$ cat src/hdl/crn_pkg.sv
// Purpose: Shared constants and types of the card reset and negotiation control.
// Assumes: AXI4-Lite register access with 32-bit data and byte addresses.
// Notes:   Rate factors are carried as their 4-bit index codes.
package crn_pkg;
	localparam int          CRN_AW         = 8;
	localparam int          CRN_ATR_DEPTH  = 16;
	localparam int          CRN_ATR_LEN_W  = 5;
	localparam logic [7:0]  CRN_OFF_CTRL   = 8'h00;
	localparam logic [7:0]  CRN_OFF_STATUS = 8'h04;
	localparam logic [7:0]  CRN_OFF_GLOBAL = 8'h08;
	localparam logic [7:0]  CRN_OFF_PARAM  = 8'h0C;
	localparam logic [7:0]  CRN_OFF_ATRLEN = 8'h10;
	localparam logic [7:0]  CRN_OFF_ATRMEM = 8'h40;
	localparam logic [7:0]  CRN_ATRMEM_END = 8'h7C;
	localparam int          CRN_CTRL_WSPEC = 0;
	localparam int          CRN_CTRL_CLSA  = 1;
	localparam int          CRN_CTRL_NSTOP = 2;
	localparam int          CRN_CTRL_PROTO = 3;
	localparam int          CRN_CTRL_W     = 4;
	localparam int          CRN_GLB_W      = 17;
	localparam int          CRN_GLB_TBPRES = 16;
	localparam int          CRN_TB_B8      = 7;
	localparam int          CRN_TB_B5      = 4;
	localparam logic [3:0]  CRN_PROTO_T15  = 4'hF;
	localparam logic [3:0]  CRN_TD_MIN_IDX = 4'h1;
	localparam logic [3:0]  CRN_FI_DEF     = 4'h1;
	localparam logic [3:0]  CRN_DI_DEF     = 4'h1;
	localparam logic [7:0]  CRN_TB_NONE    = 8'h00;
	localparam logic [1:0]  CRN_RESP_OKAY  = 2'h0;
	localparam logic [1:0]  CRN_RESP_SLVERR = 2'h2;
	localparam int          CRN_CLK_NS     = 5;
	localparam int          CRN_IDLE_NS    = 1000;
	localparam int          CRN_IDLE_CYC   = CRN_IDLE_NS / CRN_CLK_NS;

	typedef enum logic [2:0] {
		CRN_ST_OFF  = 3'b000,
		CRN_ST_RST  = 3'b001,
		CRN_ST_ATR  = 3'b010,
		CRN_ST_NEG  = 3'b011,
		CRN_ST_SPEC = 3'b100
	} crn_state_t;

	typedef struct packed {
		logic       proto_t1;
		logic [3:0] fi;
		logic [3:0] di;
		logic       pps2_en;
		logic [7:0] pps2;
	} crn_pps_req_t;

	typedef struct packed {
		logic       proto_t1;
		logic [3:0] fi;
		logic [3:0] di;
		logic       low_imp;
	} crn_link_par_t;
endpackage

$ cat src/hdl/crn_ctrl.sv
// Purpose: Card side reset classification, answer-to-reset delivery and PPS acceptance.
// Assumes: Pins come from outside the clock domain; PPS requests come from local logic.
// Notes:   The answer-to-reset bytes and global bytes are frozen while contacts are active.
//
// Overview of operation
// - All-zero global TB means no extra parameters.
// - TB b8 and b5 set: low-impedance driver.
// - Global bytes only after TD index>1, T=15.
// - Non-default parameters only after a PPS exchange.
// - Cold reset: negotiable mode, security cleared.
// - Warm reset may keep protocol and rates.
// - Identical answer-to-reset within one session.
// - Every warm reset clears security status.
// - Only first reset after activation is cold.
// - Clock stop forbidden only for class-A-only.
// - Card always does T=0 error repetition.
`timescale 1ns/1ps
module crn_ctrl
	import crn_pkg::*;
#(
	parameter int IDLE_CYC = CRN_IDLE_CYC
) (
	input  wire logic                clk_sys_i,
	input  wire logic                rst_b_i,
	input  wire logic                ce_i,
	input  wire logic                card_clk_i,
	input  wire logic                card_rst_b_i,
	input  wire logic                contact_act_i,
	input  wire logic                s_axi_awvalid_i,
	output logic                     s_axi_awready_o,
	input  wire logic [CRN_AW-1:0]   s_axi_awaddr_i,
	input  wire logic                s_axi_wvalid_i,
	output logic                     s_axi_wready_o,
	input  wire logic [31:0]         s_axi_wdata_i,
	input  wire logic [3:0]          s_axi_wstrb_i,
	output logic                     s_axi_bvalid_o,
	input  wire logic                s_axi_bready_i,
	output logic [1:0]               s_axi_bresp_o,
	input  wire logic                s_axi_arvalid_i,
	output logic                     s_axi_arready_o,
	input  wire logic [CRN_AW-1:0]   s_axi_araddr_i,
	output logic                     s_axi_rvalid_o,
	input  wire logic                s_axi_rready_i,
	output logic [31:0]              s_axi_rdata_o,
	output logic [1:0]               s_axi_rresp_o,
	input  wire logic                pps_valid_i,
	input  wire crn_pps_req_t        pps_req_i,
	input  wire logic                cmd_start_i,
	input  wire logic                sec_set_i,
	input  wire logic                atr_ready_i,
	output logic                     atr_valid_o,
	output logic [7:0]               atr_data_o,
	output logic                     pps_ack_o,
	output logic                     pps_nak_o,
	output crn_link_par_t            link_par_o,
	output logic                     cold_o,
	output logic                     specific_o,
	output logic                     sec_valid_o,
	output logic                     parity_rep_en_o,
	output logic                     clk_stop_ok_o
);

	logic [2:0]                 meta_q;
	logic [2:0]                 sync_q;
	logic                       clk_prev_q;
	logic [15:0]                idle_cnt_q;
	logic                       clk_run_q;
	logic                       aw_have_q;
	logic                       w_have_q;
	logic [CRN_AW-1:0]          awaddr_q;
	logic [31:0]                wdata_q;
	logic [3:0]                 wstrb_q;
	logic [CRN_CTRL_W-1:0]      ctrl_q;
	logic [CRN_GLB_W-1:0]       glb_q;
	logic [CRN_ATR_LEN_W-1:0]   atr_len_q;
	logic [7:0]                 atr_mem [CRN_ATR_DEPTH];
	logic [CRN_ATR_LEN_W-1:0]   atr_idx_q;
	crn_state_t                 st_q;
	crn_link_par_t              par_q;
	logic                       first_q;
	logic                       had_spec_q;
	logic                       wr_go;
	logic                       wr_lock;
	logic                       wr_mapped;
	logic                       atr_we;
	logic [31:0]                wmask;
	logic [31:0]                rd_val;
	logic                       rd_mapped;
	logic                       vcc_s;
	logic                       crst_s;
	logic                       t15_ok;
	logic                       tb_pres;
	logic                       tb_none;
	logic                       tb_lowimp;
	logic                       tb_rfu;
	logic                       atr_done;
	logic                       release_ev;
	logic                       keep_par;

	assign vcc_s  = sync_q[2];
	assign crst_s = sync_q[1];

	// Pins pass two flip-flops before any logic reads them.
	always_ff @(posedge clk_sys_i or negedge rst_b_i) begin
		if (!rst_b_i) begin
			meta_q <= '0;
			sync_q <= '0;
		end else if (ce_i) begin
			meta_q <= {contact_act_i, card_rst_b_i, card_clk_i};
			sync_q <= meta_q;
		end
	end

	// Card clock watchdog: running while an edge was seen within IDLE_CYC cycles.
	always_ff @(posedge clk_sys_i or negedge rst_b_i) begin
		if (!rst_b_i) begin
			clk_prev_q <= 1'b0;
			idle_cnt_q <= '0;
			clk_run_q  <= 1'b0;
		end else if (ce_i) begin
			clk_prev_q <= sync_q[0];
			if (sync_q[0] != clk_prev_q) begin
				idle_cnt_q <= '0;
				clk_run_q  <= 1'b1;
			end else if (idle_cnt_q >= 16'(IDLE_CYC - 1)) begin
				clk_run_q <= 1'b0;
			end else begin
				idle_cnt_q <= idle_cnt_q + 16'h0001;
			end
		end
	end

	assign t15_ok    = (glb_q[3:0] > CRN_TD_MIN_IDX) && (glb_q[7:4] == CRN_PROTO_T15);
	assign tb_pres   = t15_ok && glb_q[CRN_GLB_TBPRES];
	assign tb_none   = tb_pres && (glb_q[15:8] == CRN_TB_NONE);
	assign tb_lowimp = tb_pres && glb_q[8 + CRN_TB_B8] && glb_q[8 + CRN_TB_B5];
	assign tb_rfu    = tb_pres && !tb_none && !tb_lowimp;

	for (genvar b = 0; b < 4; b++) begin : g_mask
		assign wmask[8*b +: 8] = {8{wstrb_q[b]}};
	end

	assign wr_go     = ce_i && aw_have_q && w_have_q && !s_axi_bvalid_o;
	assign wr_mapped = (awaddr_q == CRN_OFF_CTRL) || (awaddr_q == CRN_OFF_GLOBAL) ||
	                   (awaddr_q == CRN_OFF_ATRLEN) ||
	                   ((awaddr_q >= CRN_OFF_ATRMEM) && (awaddr_q <= CRN_ATRMEM_END) &&
	                    (awaddr_q[1:0] == 2'h0));
	assign wr_lock   = vcc_s && (awaddr_q != CRN_OFF_CTRL);
	assign atr_we    = wr_go && wr_mapped && !wr_lock && wstrb_q[0] &&
	                   (awaddr_q >= CRN_OFF_ATRMEM);

	// Write address and data are taken in either order; the response follows both.
	always_ff @(posedge clk_sys_i or negedge rst_b_i) begin
		if (!rst_b_i) begin
			aw_have_q       <= 1'b0;
			w_have_q        <= 1'b0;
			awaddr_q        <= '0;
			wdata_q         <= '0;
			wstrb_q         <= '0;
			s_axi_awready_o <= 1'b0;
			s_axi_wready_o  <= 1'b0;
			s_axi_bvalid_o  <= 1'b0;
			s_axi_bresp_o   <= CRN_RESP_OKAY;
		end else if (ce_i) begin
			s_axi_awready_o <= !aw_have_q && !(s_axi_awvalid_i && s_axi_awready_o);
			s_axi_wready_o  <= !w_have_q && !(s_axi_wvalid_i && s_axi_wready_o);
			if (s_axi_awvalid_i && s_axi_awready_o) begin
				aw_have_q <= 1'b1;
				awaddr_q  <= s_axi_awaddr_i;
			end
			if (s_axi_wvalid_i && s_axi_wready_o) begin
				w_have_q <= 1'b1;
				wdata_q  <= s_axi_wdata_i;
				wstrb_q  <= s_axi_wstrb_i;
			end
			if (s_axi_bvalid_o && s_axi_bready_i) begin
				s_axi_bvalid_o  <= 1'b0;
				aw_have_q       <= 1'b0;
				w_have_q        <= 1'b0;
				s_axi_awready_o <= 1'b1;
				s_axi_wready_o  <= 1'b1;
			end else if (wr_go) begin
				s_axi_bvalid_o <= 1'b1;
				s_axi_bresp_o  <= (wr_mapped && !wr_lock) ? CRN_RESP_OKAY : CRN_RESP_SLVERR;
			end
		end
	end

	// Register file. Answer-to-reset content is refused while contacts are active.
	always_ff @(posedge clk_sys_i or negedge rst_b_i) begin
		if (!rst_b_i) begin
			ctrl_q    <= '0;
			glb_q     <= '0;
			atr_len_q <= '0;
		end else if (wr_go && wr_mapped) begin
			if (awaddr_q == CRN_OFF_CTRL) begin
				ctrl_q <= (ctrl_q & wmask[CRN_CTRL_W-1:0]) == ctrl_q ?
				          wdata_q[CRN_CTRL_W-1:0] & wmask[CRN_CTRL_W-1:0] |
				          ctrl_q & ~wmask[CRN_CTRL_W-1:0] :
				          wdata_q[CRN_CTRL_W-1:0] & wmask[CRN_CTRL_W-1:0] |
				          ctrl_q & ~wmask[CRN_CTRL_W-1:0];
			end
			if (!wr_lock && awaddr_q == CRN_OFF_GLOBAL) begin
				glb_q <= (wdata_q[CRN_GLB_W-1:0] & wmask[CRN_GLB_W-1:0]) |
				         (glb_q & ~wmask[CRN_GLB_W-1:0]);
			end
			if (!wr_lock && awaddr_q == CRN_OFF_ATRLEN && wstrb_q[0]) begin
				atr_len_q <= (wdata_q[CRN_ATR_LEN_W-1:0] > CRN_ATR_LEN_W'(CRN_ATR_DEPTH)) ?
				             CRN_ATR_LEN_W'(CRN_ATR_DEPTH) : wdata_q[CRN_ATR_LEN_W-1:0];
			end
		end
	end

	always_ff @(posedge clk_sys_i) begin
		if (atr_we) begin
			atr_mem[awaddr_q[5:2]] <= wdata_q[7:0];
		end
	end

	always_comb begin
		rd_val    = '0;
		rd_mapped = 1'b1;
		if (s_axi_araddr_i >= CRN_OFF_ATRMEM && s_axi_araddr_i <= CRN_ATRMEM_END &&
		    s_axi_araddr_i[1:0] == 2'h0) begin
			rd_val = {24'h0000_00, atr_mem[s_axi_araddr_i[5:2]]};
		end else begin
			case (s_axi_araddr_i)
				CRN_OFF_CTRL:   rd_val = 32'(ctrl_q);
				CRN_OFF_STATUS: rd_val = 32'({tb_rfu, tb_lowimp, tb_none, t15_ok,
				                              clk_run_q, sec_valid_o, vcc_s, first_q,
				                              specific_o, cold_o, st_q});
				CRN_OFF_GLOBAL: rd_val = 32'(glb_q);
				CRN_OFF_PARAM:  rd_val = 32'(par_q);
				CRN_OFF_ATRLEN: rd_val = 32'(atr_len_q);
				default:        rd_mapped = 1'b0;
			endcase
		end
	end

	// One read at a time; the answer comes the cycle after the address is taken.
	always_ff @(posedge clk_sys_i or negedge rst_b_i) begin
		if (!rst_b_i) begin
			s_axi_arready_o <= 1'b0;
			s_axi_rvalid_o  <= 1'b0;
			s_axi_rdata_o   <= '0;
			s_axi_rresp_o   <= CRN_RESP_OKAY;
		end else if (ce_i) begin
			if (s_axi_arvalid_i && s_axi_arready_o) begin
				s_axi_arready_o <= 1'b0;
				s_axi_rvalid_o  <= 1'b1;
				s_axi_rdata_o   <= rd_val;
				s_axi_rresp_o   <= rd_mapped ? CRN_RESP_OKAY : CRN_RESP_SLVERR;
			end else if (s_axi_rvalid_o && s_axi_rready_i) begin
				s_axi_rvalid_o  <= 1'b0;
				s_axi_arready_o <= 1'b1;
			end else if (!s_axi_rvalid_o) begin
				s_axi_arready_o <= 1'b1;
			end
		end
	end

	assign release_ev = vcc_s && crst_s && (st_q == CRN_ST_RST);
	assign keep_par   = !first_q && ctrl_q[CRN_CTRL_WSPEC] && had_spec_q;
	assign atr_done   = (atr_idx_q == atr_len_q) && !atr_valid_o;

	// Reset sequencing and negotiated parameters.
	always_ff @(posedge clk_sys_i or negedge rst_b_i) begin
		if (!rst_b_i) begin
			st_q       <= CRN_ST_OFF;
			first_q    <= 1'b1;
			cold_o     <= 1'b0;
			specific_o <= 1'b0;
			had_spec_q <= 1'b0;
			par_q      <= '0;
			pps_ack_o  <= 1'b0;
			pps_nak_o  <= 1'b0;
		end else if (ce_i) begin
			pps_ack_o <= 1'b0;
			pps_nak_o <= 1'b0;
			if (!vcc_s) begin
				st_q       <= CRN_ST_OFF;
				first_q    <= 1'b1;
				had_spec_q <= 1'b0;
				par_q.low_imp <= 1'b0;
			end else if (!crst_s) begin
				st_q <= CRN_ST_RST;
			end else begin
				case (st_q)
					CRN_ST_RST: begin
						st_q    <= CRN_ST_ATR;
						first_q <= 1'b0;
						cold_o  <= first_q;
						specific_o <= keep_par;
						if (keep_par) begin
							par_q.low_imp <= 1'b0;
						end else begin
							par_q <= '{proto_t1: ctrl_q[CRN_CTRL_PROTO], fi: CRN_FI_DEF,
							           di: CRN_DI_DEF, low_imp: 1'b0};
						end
					end
					CRN_ST_ATR: begin
						if (atr_done) begin
							st_q <= specific_o ? CRN_ST_SPEC : CRN_ST_NEG;
						end
					end
					CRN_ST_NEG: begin
						if (pps_valid_i && pps_req_i.pps2_en && !tb_pres) begin
							pps_nak_o <= 1'b1;
						end else if (pps_valid_i) begin
							pps_ack_o  <= 1'b1;
							st_q       <= CRN_ST_SPEC;
							had_spec_q <= 1'b1;
							par_q      <= '{proto_t1: pps_req_i.proto_t1, fi: pps_req_i.fi,
							                di: pps_req_i.di,
							                low_imp: pps_req_i.pps2_en && tb_lowimp &&
							                         pps_req_i.pps2[CRN_TB_B8] &&
							                         pps_req_i.pps2[CRN_TB_B5]};
						end else if (cmd_start_i) begin
							st_q       <= CRN_ST_SPEC;
							had_spec_q <= 1'b1;
						end
					end
					CRN_ST_OFF:  st_q <= CRN_ST_RST;
					CRN_ST_SPEC: st_q <= CRN_ST_SPEC;
					default:     st_q <= CRN_ST_OFF;
				endcase
			end
		end
	end

	// Answer-to-reset byte stream.
	always_ff @(posedge clk_sys_i or negedge rst_b_i) begin
		if (!rst_b_i) begin
			atr_idx_q   <= '0;
			atr_valid_o <= 1'b0;
			atr_data_o  <= '0;
		end else if (ce_i) begin
			if (st_q != CRN_ST_ATR) begin
				atr_idx_q   <= '0;
				atr_valid_o <= 1'b0;
			end else if (atr_valid_o) begin
				atr_valid_o <= !atr_ready_i;
			end else if (atr_idx_q != atr_len_q) begin
				atr_valid_o <= 1'b1;
				atr_data_o  <= atr_mem[atr_idx_q[3:0]];
				atr_idx_q   <= atr_idx_q + CRN_ATR_LEN_W'(1);
			end
		end
	end

	// Security status, its own clock-stop and parity indications.
	always_ff @(posedge clk_sys_i or negedge rst_b_i) begin
		if (!rst_b_i) begin
			sec_valid_o     <= 1'b0;
			parity_rep_en_o <= 1'b0;
			clk_stop_ok_o   <= 1'b0;
		end else if (ce_i) begin
			if (st_q == CRN_ST_RST || st_q == CRN_ST_OFF) begin
				sec_valid_o <= 1'b0;
			end else if (sec_set_i) begin
				sec_valid_o <= 1'b1;
			end
			parity_rep_en_o <= vcc_s && !par_q.proto_t1;
			clk_stop_ok_o <= !(ctrl_q[CRN_CTRL_CLSA] && ctrl_q[CRN_CTRL_NSTOP]);
		end
	end

	assign link_par_o = par_q;
endmodule

$ cat config.mk
export PLATFORM = sky130hd
export DESIGN_NAME = crn_ctrl
export DESIGN_NICKNAME = d
export VERILOG_FILES = /design/src/hdl/crn_pkg.sv /design/src/hdl/crn_ctrl.sv
export SDC_FILE = /design/constraint.sdc
export NUM_CORES = 1
export LEC_CHECK = 0
export BUFFER_PORTS_ARGS = -buffer_cell sky130_fd_sc_hd__buf_4
export CAP_MARGIN = 20
export CELL_PAD_IN_SITES_DETAIL_PLACEMENT = 0
export CELL_PAD_IN_SITES_GLOBAL_PLACEMENT = 1
export CORE_MARGIN = 2
export CORE_UTILIZATION = 50
export CTS_BUF_LIST = sky130_fd_sc_hd__clkbuf_8
export CTS_CLUSTER_DIAMETER = 120
export DETAILED_ROUTE_END_ITERATION = 16
export PLACE_DENSITY = 0.93
export RECOVER_POWER = 50
export SLEW_MARGIN = 20
export SYNTH_ARGS = -nofsm -noshare
export SYNTH_HDL_FRONTEND = slang
export SYNTH_SLANG_ARGS = --single-unit
$ cat constraint.sdc
create_clock -name clk_sys_i -period 3.5 [get_ports clk_sys_i]
set_clock_uncertainty 0.1 [all_clocks]
set_input_delay 0.7 -clock clk_sys_i [delete_from_list [all_inputs] [get_ports clk_sys_i]]
set_output_delay 0.7 -clock clk_sys_i [all_outputs]
set_load 0.01 [all_outputs]
==> flow_summary.toml <==
[sta]
period_minus_slack_ns = 2.59
finalCritPeriodShare_pct = 74.0
fin_ws_ns = 0.910
worst_pin_slew_ns = 2.11
hold_violations = 0
rsz0062_at_grt = "no"
slew_headroom_pct = -40.5
final.setup.tns_ns = 0
report.final.slew_viol_count = 84
finalSetupViolations = 0
fmax_ghz = 0.386
hold_slack_ns = 0.275

[routing]
initialDrtViolationCount = 810
route.vias.total = 8155
drc_errors = 0
wirelength_um = 29900
dr.pass1.iters = 5
wl_per_cell_um = 22.1
via_per_inst = 6.02
drtAntennaViolNets = 0

[clock_network]
cts_buffers = 43
cts-hold-fix-buffers = 0
cts_tree = "yes"
root_buffer = "clkbuf_8"
cts_max_level = 2
cts_max_path_buffers = 3
cts_resized = 0
cts_setup_buffers = 0
cts_sinks = 268
clk_pin_slew_ns = 0.06
clk_latency_ns = 0.55

[grt]
grt_pass1_wl_um = 46700
grt_pass1_vias = 8477
track_usage_pct = 23.4
antenna_found_initial = 0
grt_max_degree = 84
grt_overflow = 0

[min_path]
hp-start = "s_axi_wdata_i[10]"
holdPathStages = 2
worstHoldPathType = "in -> reg"

[final_layout]
final_nets = 1084
seqCellArea_um2 = 7350
num_antenna_cells = 0
syn_to_final_growth_pct = 16.5
multi_input_area_um2 = 4710
final_cell_area_um2 = 14400
drive_gt1_share_pct = 34.1
fin_cells = 1354
num-fill-cells = 1851
utilization_pct = 59.3

[setup_path]
end_kind = "async pin"
r2r_cells = 6
crit_required_ns = 3.98
crit_fanout = 83
critical_path.max_stage_delay_ns = 1.47
cp_common_cell = "clkbuf_2"
crit_family = "buffers and inverters"
reg2reg_from = "idle_cnt_q[0]$_DFFE_PN0P_"
worstSetupStartpointType = "input port"
cp.depth = 2
worst-path-buf-inv = 2
worst-setup-path-type = "in -> async"
reg2reg_to = "idle_cnt_q[5]$_DFFE_PN0P_"
crit_end = "awaddr_q[2]$_DFFE_PN0P_"
cp.arrival_ns = 3.07
critPathLaunch = "rst_b_i"
cpMaxStageDelayCell = "clkbuf_2"
path_cells = "clkbuf_2 -> clkbuf_2"
r2r_slack_ns = 1.05

[power_and_ir_drop]
comb_power_share_pct = 12.3
swShare_pct = 27.5
power.leakage_nw = 5.82
p_int_mw = 5.71
ir_worst_vdd_v = 0.000405
power_per_cell_area_nw_per_um2 = 546
power_frac_seq_pct = 54.4
p_switching_mw = 2.17
power_mw = 7.88
p_clk_share_pct = 33.3

[die]
placementRows = 57
dieArea_um2 = 26000
ioPinCount = 152
fp.dieH_um = 161
core_area_um2 = 24300
start_util_pct = 50.9
die_x_um = 161

[place]
dpl_cell_area_um2 = 13600
dp.cells = 1276
gp_congestion = 0.835
numPortBuffers = 112
hpwl_um = 21000
place_ws_ns = 0.743

[synth]
synthTopCellsByCount = "139 x dfrtp_1, 128 x edfxtp_1, 79 x nand2_1, 75 x mux2_2, 68 x mux4_2"
synth_area_um2 = 12400
avgSynthCellArea_um2 = 14.4
synth-edff-count = 128
synth.top_cell.area_share_pct = 31.0
ys.flop_type = "dfrtp_1"
yosysUniqueCellTypes = 69
async_reset_ff_share_pct = 52.2
ys_seq_area_share_pct = 59.4
synth.most_common_cell = "dfrtp_1"
syn_inst = 859
synth.ff_latch_count = 268
synth.area.top_cells = "edfxtp_1 31%, dfrtp_1 28%, mux4_2 12%"
yosys_warnings = 0
yosysTopAreaCell = "edfxtp_1"

[status]
status = "finished with violations"
failed_checks = "max-capacitance violations, max-slew violations"

[flow_run]
max_cap_viol_count = 1
-- cell families after synthesis --
family                   synth area share (%)
buffers and inverters                    3.06
multiplexers                             20.0
other                                  0.0303
XOR/XNOR                                0.920
AND/OR/NAND/NOR                          9.20
flip-flops                               59.4
AO/OA/AOI/OAI                            7.23
adder cells (fa/ha/maj)                 0.202
-- worst min-delay path by stage --
stage                                          to
global placement        idle_cnt_q[7]$_DFFE_PN0P_
floorplan                               async pin
global route              awaddr_q[1]$_DFFE_PN0P_
detailed placement     idle_cnt_q[13]$_DFFE_PN0P_
finish                    wdata_q[10]$_DFFE_PN0P_
CTS                 s_axi_rdata_o[11]$_DFFE_PN0P_
-- layout by cell type, fill, tap and decap left out, types with 4 or more instances in the layout --
cell,instances
a211o_1,5
a21oi_1,12
a22o_1,14
a22oi_1,30
a31oi_1,4
and2_0,4
and2_1,8
and3_1,9
buf_4,133
clkbuf_1,5
clkbuf_8,52
clkinv_1,7
conb_1,17
dfrtp_1,138
edfxtp_1,128
inv_1,28
mux2_2,75
mux2i_1,10
mux4_2,68
nand2_1,79
nand2b_1,6
nand3_1,13
nand4_1,5
nor2_1,46
nor2b_1,9
nor3_1,12
nor3b_1,4
nor4_1,6
o21ai_0,15
o22ai_1,6
xnor2_1,9
xor2_1,4
-- flip-flops by register name, summed over array words and instances, names as in the netlist, 3 cells and up, named ones only --
register,flops
atr_data_o,8
atr_idx_q,5
atr_len_q,5
atr_mem,128
awaddr_q,8
idle_cnt_q,16
link_par_o,10
meta_q,3
s_axi_rdata_o,17
st_q,3
sync_q,3
wdata_q,17
wstrb_q,3
-- cell type report --
type	instances	share of cell area (%)
Clock buffer	52	4.96
Inverter	13	0.338
Sequential cell	268	50.9
Clock inverter	26	0.902
Timing Repair Buffer	142	7.40
Multi-Input combinational cell	529	32.6
Tap cell	324	2.81
-- metal layers --
layer  up-vias  share of wire (%)  GRT usage (%)
met2       412                 49           38.3
li1       3552                  -              -
met1      4120                 40           32.0
met3        71                8.4           4.21
met4         0                2.8           7.59
met5         -                  0              0
-- worst reg2reg max path, delay by kind of cell, from the launching register on --
kind | cells | cell delay (ns)
adders and majority gates | 1 | 0.26
DFF | 1 | 0.42
AOI/OAI and AO/OA | 2 | 1.04
and+or+nand+nor | 2 | 0.37
xor gates and xnor gates | 1 | 0.15
-- power by group through the flow --
stage,clock [mW],sequential [mW],combinational (mW)
after detailed placement,0,4.33,0.985
after global placement,0,4.31,0.954
after floorplan,0,4.16,0.649
after global routing,2.80,4.36,1.07
final,2.63,4.29,0.970
after CTS,2.67,4.28,0.988
Power figures use the tool's default switching activity.
